### src/dpami_consts.svh
`ifndef DPAMI_CONSTS_SVH
`define DPAMI_CONSTS_SVH
// Register indices; byte address is four times the index
`define DPAMI_IDX_ACCESS 16'h0101
`define DPAMI_IDX_MODE 16'h0102
`define DPAMI_IDX_STATUS 16'h0180
`define DPAMI_IDX_PARAM_BASE 16'h0100
`define DPAMI_RST_ACCESS 16'h0001
`define DPAMI_RST_MODE 16'h0000
// Parameter number limits per access level
`define DPAMI_LIM_L1 8'h31
`define DPAMI_LIM_L2 8'h4F
`define DPAMI_LIM_L3 8'h77
`define DPAMI_LIM_L4 8'hB3
// Selector command values
`define DPAMI_CMD_CLR_LOG 16'h0006
`define DPAMI_CMD_INIT_2W 16'h0008
`define DPAMI_CMD_INIT_3W 16'h0009
`define DPAMI_CMD_USA_2W 16'h000A
`define DPAMI_CMD_USA_3W 16'h000B
// Defaults, 0.1 unit steps (frequency Hz, voltage V, time s, gain)
`define DPAMI_MID_F_VF 16'h000F
`define DPAMI_MID_F_VEC 16'h001E
`define DPAMI_MIN_F_VF 16'h000F
`define DPAMI_MIN_F_VEC 16'h000A
`define DPAMI_MID_V_VF 16'h0078
`define DPAMI_MID_V_VEC 16'h006E
`define DPAMI_MIN_V_VF 16'h0078
`define DPAMI_MIN_V_VEC 16'h002B
`define DPAMI_V_VF_BIG 16'h0064
`define DPAMI_TC_VF 16'h0003
`define DPAMI_TC_VEC 16'h0002
`define DPAMI_SD_VF 16'h0014
`define DPAMI_SD_VEC 16'h0002
`define DPAMI_SG_VF 16'h0000
`define DPAMI_SG_VEC 16'h000A
`endif

### src/dpami_pkg.sv
package dpami_pkg;
  typedef enum logic [0:0] {DPAMI_VF = 1'b0, DPAMI_VEC = 1'b1} dpami_mode_t;
  // Dependent tuning values produced by a reload
  typedef struct packed {
    logic [15:0] mid_freq;
    logic [15:0] mid_volt;
    logic [15:0] min_freq;
    logic [15:0] min_volt;
    logic [15:0] torque_delay;
    logic [15:0] slip_gain;
    logic [15:0] slip_delay;
  } dpami_tune_t;
endpackage

### src/dpami_defaults.sv
`timescale 1ns/1ps
`include "dpami_consts.svh"
module dpami_defaults
(
  // Selection
  input wire dpami_pkg::dpami_mode_t mode,
  input wire logic class_400v,
  input wire logic big_rating,
  // Result
  output dpami_pkg::dpami_tune_t tune
);
  logic [15:0] vf_volt;

  // Large ratings use a lower V/f voltage
  assign vf_volt = big_rating ? `DPAMI_V_VF_BIG : `DPAMI_MID_V_VF;

  // Per-mode default table, voltages doubled for 400-volt class
  always_comb
  begin
    if (mode == dpami_pkg::DPAMI_VEC)
    begin
      tune.mid_freq = `DPAMI_MID_F_VEC;
      tune.min_freq = `DPAMI_MIN_F_VEC;
      tune.mid_volt = `DPAMI_MID_V_VEC;
      tune.min_volt = `DPAMI_MIN_V_VEC;
      tune.torque_delay = `DPAMI_TC_VEC;
      tune.slip_gain = `DPAMI_SG_VEC;
      tune.slip_delay = `DPAMI_SD_VEC;
    end
    else
    begin
      tune.mid_freq = `DPAMI_MID_F_VF;
      tune.min_freq = `DPAMI_MIN_F_VF;
      tune.mid_volt = big_rating ? vf_volt : `DPAMI_MID_V_VF;
      tune.min_volt = big_rating ? vf_volt : `DPAMI_MIN_V_VF;
      tune.torque_delay = `DPAMI_TC_VF;
      tune.slip_gain = `DPAMI_SG_VF;
      tune.slip_delay = `DPAMI_SD_VF;
    end
    if (class_400v)
    begin
      tune.mid_volt = {tune.mid_volt[14:0], 1'b0};
      tune.min_volt = {tune.min_volt[14:0], 1'b0};
    end
  end
endmodule

### src/dpami_top.sv
// Implementation choice: register access over APB.
`timescale 1ns/1ps
`include "dpami_consts.svh"
module dpami_top
(
  // Clock and reset
  input wire logic pclk,
  input wire logic presetn,
  input wire logic clk_en,
  // APB slave
  input wire logic psel,
  input wire logic penable,
  input wire logic pwrite,
  input wire logic [11:0] paddr,
  input wire logic [31:0] pwdata,
  output logic [31:0] prdata,
  output logic pready,
  output logic pslverr,
  // Drive status and straps
  input wire logic drive_running,
  input wire logic class_400v,
  input wire logic big_rating,
  // Outputs to the parameter store
  output logic fault_log_clear,
  output logic reload_pulse,
  output logic reload_three_wire,
  output logic reload_usa,
  output dpami_pkg::dpami_tune_t tune,
  output dpami_pkg::dpami_mode_t control_mode,
  output logic [7:0] write_limit,
  output logic [7:0] show_limit
);
  logic [15:0] access_level;
  dpami_pkg::dpami_mode_t mode_q;
  dpami_pkg::dpami_tune_t next_tune;
  logic [15:0] param_store [0:6];
  logic [7:0] reload_count;
  logic [7:0] reject_count;
  logic [15:0] idx;
  logic setup;
  logic wr_acc;
  logic mapped;
  logic [7:0] pnum;
  logic param_hit;
  logic [31:0] next_rdata;

  // Highest parameter number a level opens
  function automatic logic [7:0] level_limit(input logic [15:0] lvl);
    case (lvl)
      16'h0001: level_limit = `DPAMI_LIM_L1;
      16'h0002: level_limit = `DPAMI_LIM_L2;
      16'h0003: level_limit = `DPAMI_LIM_L3;
      16'h0004: level_limit = `DPAMI_LIM_L4;
      default: level_limit = 8'h01;
    endcase
  endfunction

  // Values the selector may be written with
  function automatic logic legal_level(input logic [31:0] v);
    legal_level = (v[31:4] == 28'h0000000) && (v[3:0] <= 4'hB)
      && (v[3:0] != 4'h5) && (v[3:0] != 4'h7);
  endfunction

  dpami_defaults u_defaults
  (
    .mode(mode_q),
    .class_400v(class_400v),
    .big_rating(big_rating),
    .tune(next_tune)
  );

  // Decode; word index taken from the byte address
  assign idx = {6'h00, paddr[11:2]};
  assign setup = psel && !penable;
  assign wr_acc = psel && penable && pwrite && pready;
  assign pnum = idx[7:0];
  assign param_hit = (idx[15:8] == `DPAMI_IDX_PARAM_BASE >> 8) && (pnum >= 8'h01)
    && (pnum <= 8'hB3);
  assign mapped = param_hit || idx == `DPAMI_IDX_STATUS;

  // No wait states: pready rises in the first access cycle, read data registered in setup
  // Limitation: a setup cycle that falls while clk_en is low is lost, so the
  // master must keep clk_en high for the whole of a transfer
  always_ff @(posedge pclk or negedge presetn)
  begin
    if (!presetn)
      pready <= 1'b0;
    else if (clk_en)
      pready <= psel && !penable;
  end

  always_ff @(posedge pclk or negedge presetn)
  begin
    if (!presetn)
      pslverr <= 1'b0;
    else if (clk_en)
      pslverr <= setup && !mapped;
  end

  // Read mux; level 0 still shows everything, levels 1-4 hide above limit
  always_comb
  begin
    next_rdata = 32'h00000000;
    if (idx == `DPAMI_IDX_STATUS)
      next_rdata = {16'h0000, reload_count, reject_count};
    else if (idx == `DPAMI_IDX_ACCESS)
      next_rdata = {16'h0000, access_level};
    else if (idx == `DPAMI_IDX_MODE)
      next_rdata = {31'h00000000, mode_q};
    else if (param_hit && pnum <= show_limit)
    begin
      case (pnum)
        8'h0E: next_rdata = {16'h0000, param_store[0]};
        8'h0F: next_rdata = {16'h0000, param_store[1]};
        8'h10: next_rdata = {16'h0000, param_store[2]};
        8'h11: next_rdata = {16'h0000, param_store[3]};
        8'h68: next_rdata = {16'h0000, param_store[4]};
        8'h6F: next_rdata = {16'h0000, param_store[5]};
        8'h70: next_rdata = {16'h0000, param_store[6]};
        default: next_rdata = 32'h00000000;
      endcase
    end
  end

  always_ff @(posedge pclk or negedge presetn)
  begin
    if (!presetn)
      prdata <= 32'h00000000;
    else if (clk_en && setup && !pwrite)
      prdata <= next_rdata;
  end

  // Selector: stores levels, commands act once and leave level unchanged
  always_ff @(posedge pclk or negedge presetn)
  begin
    if (!presetn)
      access_level <= `DPAMI_RST_ACCESS;
    else if (clk_en && wr_acc && idx == `DPAMI_IDX_ACCESS && !drive_running
      && legal_level(pwdata) && pwdata[3:0] <= 4'h4)
      access_level <= pwdata[15:0];
  end

  // Mode selector; writable only at level 1 and up, 0/1 only
  always_ff @(posedge pclk or negedge presetn)
  begin
    if (!presetn)
      mode_q <= dpami_pkg::DPAMI_VF;
    else if (clk_en && wr_acc && idx == `DPAMI_IDX_MODE && !drive_running
      && access_level != 16'h0000 && pwdata[31:1] == 31'h00000000)
      mode_q <= dpami_pkg::dpami_mode_t'(pwdata[0]);
  end

  // Command pulses out of selector writes
  always_ff @(posedge pclk or negedge presetn)
  begin
    if (!presetn)
    begin
      fault_log_clear <= 1'b0;
      reload_pulse <= 1'b0;
      reload_three_wire <= 1'b0;
      reload_usa <= 1'b0;
    end
    else if (clk_en)
    begin
      fault_log_clear <= 1'b0;
      reload_pulse <= 1'b0;
      if (wr_acc && idx == `DPAMI_IDX_ACCESS && !drive_running && legal_level(pwdata))
      begin
        fault_log_clear <= pwdata[15:0] == `DPAMI_CMD_CLR_LOG;
        if (pwdata[3:0] >= 4'h8)
        begin
          reload_pulse <= 1'b1;
          reload_three_wire <= pwdata[0];
          reload_usa <= pwdata[3:0] >= `DPAMI_CMD_USA_2W;
        end
      end
    end
  end

  // Reload copies current-mode defaults; mode register untouched
  always_ff @(posedge pclk or negedge presetn)
  begin
    if (!presetn)
    begin
      tune <= '0;
      for (int i = 0; i < 7; i++)
        param_store[i] <= 16'h0000;
    end
    else if (clk_en)
    begin
      if (reload_pulse)
      begin
        tune <= next_tune;
        param_store[0] <= next_tune.mid_freq;
        param_store[1] <= next_tune.mid_volt;
        param_store[2] <= next_tune.min_freq;
        param_store[3] <= next_tune.min_volt;
        param_store[4] <= next_tune.torque_delay;
        param_store[5] <= next_tune.slip_gain;
        param_store[6] <= next_tune.slip_delay;
      end
      else if (wr_acc && param_hit && pnum != 8'h02 && pnum <= write_limit)
      begin
        case (pnum)
          8'h0E: param_store[0] <= pwdata[15:0];
          8'h0F: param_store[1] <= pwdata[15:0];
          8'h10: param_store[2] <= pwdata[15:0];
          8'h11: param_store[3] <= pwdata[15:0];
          8'h68: param_store[4] <= pwdata[15:0];
          8'h6F: param_store[5] <= pwdata[15:0];
          8'h70: param_store[6] <= pwdata[15:0];
          default: param_store[0] <= param_store[0];
        endcase
      end
    end
  end

  // Visible state and counters
  always_ff @(posedge pclk or negedge presetn)
  begin
    if (!presetn)
    begin
      control_mode <= dpami_pkg::DPAMI_VF;
      write_limit <= 8'h01;
      show_limit <= `DPAMI_LIM_L1;
      reload_count <= 8'h00;
      reject_count <= 8'h00;
    end
    else if (clk_en)
    begin
      control_mode <= mode_q;
      write_limit <= level_limit(access_level);
      show_limit <= (access_level == 16'h0000) ? `DPAMI_LIM_L4 : level_limit(access_level);
      if (reload_pulse)
        reload_count <= reload_count + 8'h01;
      if (wr_acc && idx == `DPAMI_IDX_ACCESS && !legal_level(pwdata))
        reject_count <= reject_count + 8'h01;
    end
  end

  // Selector guards: refused values, commands and a running drive keep the level
  a_reject_keeps: assert property (@(posedge pclk) disable iff (!presetn)
    clk_en && wr_acc && idx == `DPAMI_IDX_ACCESS && !legal_level(pwdata)
    |=> access_level == $past(access_level)) else $error("rejected level stored");
  a_cmd_keeps_level: assert property (@(posedge pclk) disable iff (!presetn)
    clk_en && wr_acc && idx == `DPAMI_IDX_ACCESS && pwdata[3:0] >= 4'h6
    |=> access_level == $past(access_level)) else $error("command stored as level");
  a_run_locks_level: assert property (@(posedge pclk) disable iff (!presetn)
    drive_running && clk_en |=> access_level == $past(access_level))
    else $error("level changed running");
  a_run_locks_mode: assert property (@(posedge pclk) disable iff (!presetn)
    drive_running && clk_en |=> mode_q == $past(mode_q))
    else $error("mode changed running");
  a_zero_locks_mode: assert property (@(posedge pclk) disable iff (!presetn)
    access_level == 16'h0000 && clk_en |=> mode_q == $past(mode_q))
    else $error("mode changed at level zero");

  // Limits follow the stored level one cycle later
  a_level_zero: assert property (@(posedge pclk) disable iff (!presetn)
    access_level == 16'h0000 && clk_en |=> write_limit == 8'h01)
    else $error("lock open");
  a_level_one: assert property (@(posedge pclk) disable iff (!presetn)
    access_level == 16'h0001 && clk_en |=> show_limit == 8'h31)
    else $error("level one range");
  a_level_four: assert property (@(posedge pclk) disable iff (!presetn)
    access_level == 16'h0004 && clk_en |=> write_limit == 8'hB3)
    else $error("limit bad");

  // Reload commands: pulse, wiring flags, untouched mode, current-mode defaults
  a_reload_wiring: assert property (@(posedge pclk) disable iff (!presetn)
    clk_en && wr_acc && idx == `DPAMI_IDX_ACCESS && !drive_running
    && pwdata == 32'h00000009 |=> reload_pulse && reload_three_wire && !reload_usa)
    else $error("three-wire reload");
  a_reload_usa: assert property (@(posedge pclk) disable iff (!presetn)
    clk_en && wr_acc && idx == `DPAMI_IDX_ACCESS && !drive_running
    && pwdata == 32'h0000000A |=> reload_pulse && reload_usa && !reload_three_wire)
    else $error("regional reload");
  a_reload_keeps_mode: assert property (@(posedge pclk) disable iff (!presetn)
    reload_pulse && clk_en |=> mode_q == $past(mode_q))
    else $error("reload changed mode");
  a_reload_matches: assert property (@(posedge pclk) disable iff (!presetn)
    reload_pulse && clk_en |=> tune == $past(next_tune))
    else $error("tune mismatch");
  a_vec_freq: assert property (@(posedge pclk) disable iff (!presetn)
    mode_q == dpami_pkg::DPAMI_VEC |-> next_tune.mid_freq == 16'h001E)
    else $error("vec freq");
  a_clear_pulse: assert property (@(posedge pclk) disable iff (!presetn)
    fault_log_clear && clk_en |=> !fault_log_clear)
    else $error("clear stuck");

  // Bus handshake and freeze; a frozen cycle must not move any state
  a_ready_pulse: assert property (@(posedge pclk) disable iff (!presetn)
    pready && clk_en |=> !pready) else $error("pready held");
  a_freeze_holds: assert property (@(posedge pclk) disable iff (!presetn)
    !clk_en |=> access_level == $past(access_level) && mode_q == $past(mode_q)
    && pready == $past(pready)) else $error("state moved while frozen");

  c_reload: cover property (@(posedge pclk) reload_pulse);
  c_clear: cover property (@(posedge pclk) fault_log_clear);
  c_reject: cover property (@(posedge pclk) wr_acc && !legal_level(pwdata));
  c_vec_reload: cover property (@(posedge pclk)
    reload_pulse && mode_q == dpami_pkg::DPAMI_VEC);
  c_frozen_clear: cover property (@(posedge pclk) !clk_en && fault_log_clear);
endmodule

### config.mk
export PLATFORM = sky130hd
export DESIGN_NAME = dpami_top
export DESIGN_NICKNAME = d
export VERILOG_FILES = /design/src/dpami_pkg.sv /design/src/dpami_defaults.sv /design/src/dpami_top.sv
export VERILOG_INCLUDE_DIRS = /design/src
export SDC_FILE = /design/constraint.sdc
export NUM_CORES = 1
export LEC_CHECK = 0
export BUFFER_PORTS_ARGS = -buffer_cell sky130_fd_sc_hd__clkbuf_2
export CAP_MARGIN = 20
export CORE_MARGIN = 2
export CORE_UTILIZATION = 40
export DETAILED_ROUTE_END_ITERATION = 6
export GPL_ROUTABILITY_DRIVEN = 0
export PLACE_DENSITY_LB_ADDON = 0.25
export SYNTH_ARGS = -nofsm -noshare
export SYNTH_HDL_FRONTEND = slang
export SYNTH_SLANG_ARGS = --single-unit
### constraint.sdc
create_clock -name pclk -period 2.2 [get_ports pclk]
set_clock_uncertainty 0.05 [all_clocks]
set_input_delay 0.44 -clock pclk [delete_from_list [all_inputs] [get_ports pclk]]
set_output_delay 0.44 -clock pclk [all_outputs]
set_load 0.005 [all_outputs]
==> results of run 1 <==
==> worst paths after layout <==
path / startpoint / end / slack [ns] / depth (start not counted)
min in group asynchronous: presetn / param_store[37] / 0.49 / 2
max in group asynchronous: presetn / prdata[10] / 0.79 / 3
worst max register to register: write_limit[5] / param_store[91] / -0.21 / 10
worst min-delay path: psel / pslverr / 0.31 / 3
worst max-delay path: write_limit[5] / param_store[91] / -0.21 / 10
worst min register to register: reload_count[7] / reload_count[7] / 0.43 / 1
==> metrics by stage <==
step	setup TNS, ns	setup WS, ns
3_3_place_gp	-46.08	-0.4551
2_1_floorplan	-4.084	-0.09164
3_5_place_dp	-47.68	-0.4123
4_1_cts	-9.003	-0.1490
6_report	-13.30	-0.2066
5_1_grt	-18.36	-0.2655
==> where the power goes <==
part / internal [uW] / leakage (uW) / total, uW / switching [uW]
registers: 3600 / 0.00209 / 3680 / 76.2
logic: 575 / 0.00446 / 1280 / 707
clock network: 1650 / 0.000300 / 3300 / 1650
total: 5820 / 0.00685 / 8260 / 2440
==> layout make-up <==
class	instances	area, um2
fillers	2515	13190
multi-input cells	868	6088
flip-flops and latches	191	4782
repair buffers	334	2755
well taps	378	473.0
clock buffers	17	425.4
clock inverters	15	186.4
inverters	30	112.6
==> kinds of logic after synthesis <==
kind of cell,after synthesis
other,2
adder cells (fa/ha/maj),16
XOR/XNOR,15
flip-flops,191
multiplexers,16
AND/OR/NAND/NOR,350
buffers and inverters,262
AO/OA/AOI/OAI,372
==> Yosys cell counts, drive strengths merged, types with 19 or more instances <==
cell type / number / area (um2)
dfrtp: 189 / 4730
buf: 151 / 1075
nand2: 111 / 416.7
a21oi: 89 / 445.4
clkbuf: 81 / 306.5
a221o: 75 / 750.7
nor2: 61 / 229.0
nand3: 37 / 185.2
a22oi: 30 / 225.2
and3: 30 / 187.7
inv: 30 / 112.6
and2: 28 / 175.2
a211oi: 27 / 202.7
o21ai: 22 / 110.1
nor4: 19 / 200.2
o22ai: 19 / 118.9
==> metal layers <==
layer,routed length [um],GRT usage [%],share of wire [%]
met3,3225,4.057,8.0
met5,0,0,0
met2,19020,40.05,47
met4,1224,8.792,3.0
met1,17050,35.52,42
==> sequential cells by signal (all words and copies together) (netlist names) <==
signal and count:
mode_q 1, reload_three_wire 1, control_mode 1, reload_count 8, reject_count 8, pslverr 1, show_limit 5, reload_pulse 1
reload_usa 1, tune 13, param_store 112, pready 1, fault_log_clear 1, prdata 16, write_limit 5, access_level 16
==> what timing repair did <==
item / 4_1_cts / 5_1_grt
hold buffers: 1 / 0
buffers inserted: 0 / 10
endpoints found under the hold margin: 44 / 0
resized for setup: 4 / 83
endpoints found under the setup margin: 120 / 142
gates cloned: 0 / 17
pin swaps: 1 / 33
==> worst max-delay path: cells and delay by family (launching register included) <==
family,cells,cell delay [ns]
and+or+nand+nor,3,0.67
adders and majority gates,1,0.29
buffers and inverters,4,0.64
DFF,1,0.38
AOI/OAI and AO/OA,2,0.23
==> results.json, run 1 <==
{
  "cts_made_buffers": 17,
  "h_tree_depth": 4,
  "hold_path_class": "in -> reg",
  "core_um2": 28010,
  "postSynth.asyncResetShare_pct": 100.0,
  "criticalPathCategory": "reg -> reg",
  "post_synth_and_or_nand_nor_area_fraction_pct": 16.28,
  "crit_fanout": 7,
  "cts_sinks": 191,
  "placement.io_buffers": 118,
  "post_synth_num_cell_types": 74,
  "final_hold_violation_count": 0,
  "ys_warn_count": 0,
  "first_pass_grt_wire_length_mm": 59.69,
  "post_synth_fa_ha_maj_area_fraction_pct": 1.746,
  "ys_ff_latch": 191,
  "totalWireLength_mm": 40.52,
  "num_antenna_cells": 0,
  "postSynthAreaPerCell_um2": 9.367,
  "post_synthesis_instance_area_um2": 11460,
  "viasPerCell": 5.860,
  "fin_ws_ns": -0.2066,
  "most_common_library_cell_in_the_layout_ignoring_fill_and_taps": "dfrtp_1",
  "tightestPinTransition_ns": 0.6132,
  "achievable-frequency_ghz": 0.4155,
  "drt_iter0_markers": 1211,
  "fp-row-count": 61,
  "drive_above_1_share_pct": 34.30,
  "postPlaceCellArea_um2": 13440,
  "tritoncts": "built",
  "cp-start-kind": "flip-flop",
  "synth.area.mux_share_pct": 1.462,
  "first_global_vias": 9840,
  "ios": 220,
  "vias": 10740,
  "cellLeakagePower_uw": 0.006855,
  "total_grt_usage_pct": 25.41,
  "hpwl_mm": 28.01,
  "finalNonFillerCells": 1833,
  "cts-root-buf": "clkbuf_16",
  "slew_violations": 0,
  "design.die.area_um2": 30030,
  "post-route-period-util_pct": 109.4,
  "slew-limit-headroom_pct": 59.02,
  "initial_util_pct": 40.93,
  "drc": 0,
  "number_of_nets_at_the_end_of_the_flow": 1511,
  "die_width_um": 173.3,
  "clock_latency_ns": 0.45,
  "vdd.ir_drop.worst_mv": 0.5588,
  "failing_checks": "setup timing",
  "cp_cell_sequence": "inv_2, ha_1, nand2_1, or3_4, o211ai_1, buf_4, clkbuf_16, and2_4, buf_12, o311ai_2",
  "netlist_instances": 1224,
  "cts_buffer_depth": 2,
  "endpoint_kind": "flip-flop",
  "critPathRequiredTime_ns": 2.45,
  "post-route-min-period_ns": 2.407,
  "synth_edf_count": 0,
  "synthXorXnorAreaFrac_pct": 1.146,
  "drt.antenna.violating_nets": 0,
  "synth_area_in_compound_gates_pct": 24.56,
  "maxCapViolCount": 0,
  "post-place-cells": 1773,
  "critical_path.max_stage_delay_ns": 0.38,
  "total_power_uw": 8260,
  "cts.reportedPaths.clkPinSlew_ns": 0.08,
  "die_height_um": 173.3,
  "share_of_the_core_filled_with_cells_in_the_final_layout_pct": 52.92,
  "worst_ep_arrival_ns": 2.66,
  "cell_at_the_slowest_stage_of_the_critical_path": "dfrtp_1",
  "wire_per_inst_um": 22.10,
  "cellPowerDensity_nw_per_um2": 557.2,
  "synth_sequential_area_ratio_pct": 41.71,
  "yosys_most_used_dff": "dfrtp_1",
  "mostFrequentLayoutCells": "dfrtp_1, buf_4, clkbuf_2, nand2_1, conb_1",
  "largest_family_of_logic_cells_by_synthesized_area": "compound AO/OA/AOI/OAI gates",
  "area_growth_syn_to_layout_pct": 29.29,
  "timing.final.setup_violations": 96,
  "outcome": "finished with violations",
  "globalRouteOverflowTotal": 0,
  "setup_repair_after_global_routing_missed_its_margin": "true",
  "drt_pass1_iterations": 5,
  "grt_max_degree": 101,
  "worst_hold_slack_ns": 0.3130,
  "layout.cell_area.non_filler_um2": 14820,
  "antenna_found_initial": 1
}
(Power assumes the default switching activity.)
==> run 2: changes to the inputs <==
Settings changed: RECOVER_POWER from default to 50.
==> run 2 against run 1 <==
Sequential share of layout area grew 0.088 points. Critical path type unchanged. First-iteration DRC count about the same. Sequential power hardly changed. Worst setup slack worse by 0.0015 ns. Global-route usage unchanged. Critical endpoint is now param_store[31]. The run still ends with setup timing left. Cell area fell by 0.27%.
==> results.json, run 2 (same netlist as run 1, synthesis figures left out) <==
{
  "layout_top_registers": "param_store (112), access_level (16), prdata (16)",
  "drc": 0,
  "timing.rr.start": "write_limit[5]",
  "core_um2": 28010,
  "cp_cell_sequence": "inv_2, ha_1, nand2_1, or3_4, o211ai_1, buf_4, buf_12, buf_16, a21oi_1, a221o_1",
  "hold_wc_startpoint": "psel",
  "share_of_the_core_filled_with_cells_in_the_final_layout_pct": 52.78,
  "total_grt_usage_pct": 25.41,
  "endpoint_kind": "flip-flop",
  "cts.reportedPaths.clkPinSlew_ns": 0.08,
  "clock_latency_ns": 0.45,
  "drt_iter0_markers": 1212,
  "max_reg_flops": 112,
  "tritoncts": "built",
  "drt_pass1_iterations": 5,
  "area_growth_syn_to_layout_pct": 28.94,
  "hold_path_class": "in -> reg",
  "critical_path.max_stage_delay_ns": 0.38,
  "die_height_um": 173.3,
  "fp-row-count": 61,
  "totalWireLength_mm": 40.49,
  "final.fill_count": 2519,
  "failing_checks": "setup timing",
  "initial_util_pct": 40.93,
  "first_pass_grt_wire_length_mm": 59.69,
  "worst_hold_slack_ns": 0.3136,
  "setup_repair_after_global_routing_missed_its_margin": "true",
  "cts-root-buf": "clkbuf_16",
  "number_of_nets_at_the_end_of_the_flow": 1511,
  "most_common_library_cell_in_the_layout_ignoring_fill_and_taps": "dfrtp_1",
  "preCtsSetupSlack_ns": -0.4123,
  "grt_max_degree": 101,
  "cts_sinks": 191,
  "cell_at_the_slowest_stage_of_the_critical_path": "dfrtp_1",
  "r2r_setup_slack_ns": -0.21,
  "worst_ep_arrival_ns": 2.69,
  "design.die.area_um2": 30030,
  "post-route-min-period_ns": 2.408,
  "maxCapViolCount": 0,
  "area_used_by_multi_input_combinational_logic_um2": 6088,
  "timing.final.setup_violations": 97,
  "vias": 10800,
  "largest_register": "param_store",
  "cellPowerDensity_nw_per_um2": 557.9,
  "worst_hold_path.num_cells": 3,
  "timing.hold.worst_endpoint": "pslverr",
  "antenna_found_initial": 1,
  "crit_fanout": 10,
  "tightestPinTransition_ns": 0.7857,
  "outcome": "finished with violations",
  "hpwl_mm": 28.01,
  "viasPerCell": 5.894,
  "worst_reg_to_reg_path_cell_count": 10,
  "ios": 220,
  "h_tree_depth": 4,
  "first_global_vias": 9840,
  "ff_latch_area_um2": 4782,
  "slew_violations": 0,
  "globalRouteOverflowTotal": 0,
  "vdd.ir_drop.worst_mv": 0.5576,
  "regToRegEndpoint": "param_store[31]",
  "cellLeakagePower_uw": 0.006830,
  "die_width_um": 173.3,
  "critPathRequiredTime_ns": 2.48,
  "num_antenna_cells": 0,
  "cp-start-kind": "flip-flop",
  "final_hold_violation_count": 0,
  "post-route-period-util_pct": 109.5,
  "criticalPathCategory": "reg -> reg",
  "cts_buffer_depth": 2,
  "mostFrequentLayoutCells": "dfrtp_1, buf_4, clkbuf_2, nand2_1, conb_1",
  "slew-limit-headroom_pct": 47.62,
  "achievable-frequency_ghz": 0.4153,
  "wire_per_inst_um": 22.09,
  "drt.antenna.violating_nets": 0,
  "drive_above_1_share_pct": 34.02,
  "fin_ws_ns": -0.2080,
  "cts_made_buffers": 17,
  "placement.io_buffers": 118
}
run 2: report_power, final:
part           switching, uW  internal, uW
sequential              76.0          3600
clock                   1650          1650
combinational            705           568
total                   2430          5820
run 2: routing by layer:
layer	up-vias	track usage, %	wire length [um]
met1	5378	35.52	16950
met3	79	4.057	3230
met5	-	0	0
met2	564	40.05	19070
met4	0	8.792	1235
li1	4783	-	-
run 2: worst max-delay path by stage:
stage / start / endpoint / slack, ns
6_report: write_limit[5] / param_store[31] / -0.21
5_1_grt: write_limit[5] / param_store[86] / -0.27
4_1_cts: write_limit[5] / param_store[81] / -0.15
3_5_place_dp: paddr[3] / param_store[81] / -0.41
3_3_place_gp: paddr[9] / prdata[1] / -0.46
2_1_floorplan: paddr[5] / param_store[57] / -0.09
run 2: area by class of cell:
cell class              instances  area share [%]
multi-input cells             868           41.19
flip-flops and latches        191           32.35
repair buffers                334           18.37
well taps                     378           3.199
clock buffers                  17           2.878
clock inverters                15           1.261
inverters                      30          0.7617
run 2: repair_timing:
action	CTS	global route
resized for setup	4	83
buffers inserted	0	10
hold buffers	1	0
endpoints found under the hold margin	44	0
endpoints found under the setup margin	120	142
pin swaps	1	33
gates cloned	0	17
run 2: worst max-delay path, delay by kind of cell (launching register included):
kind,cells,cell delay [ns]
AOI/OAI and AO/OA,3,0.48
and+or+nand+nor,2,0.46
DFF,1,0.38
adders and majority gates,1,0.29
buffers and inverters,4,0.62
run 2: per-stage QoR:
stage	TNS [ns]	cell area, um2	power [uW]	std cells
2_1_floorplan	-4.084	12360	4432	1321
3_3_place_gp	-46.08	13440	4783	1773
3_5_place_dp	-47.68	13440	4796	1773
4_1_cts	-9.003	14070	8053	1806
5_1_grt	-18.36	14780	8503	1833
6_report	-13.50	14780	8248	1833
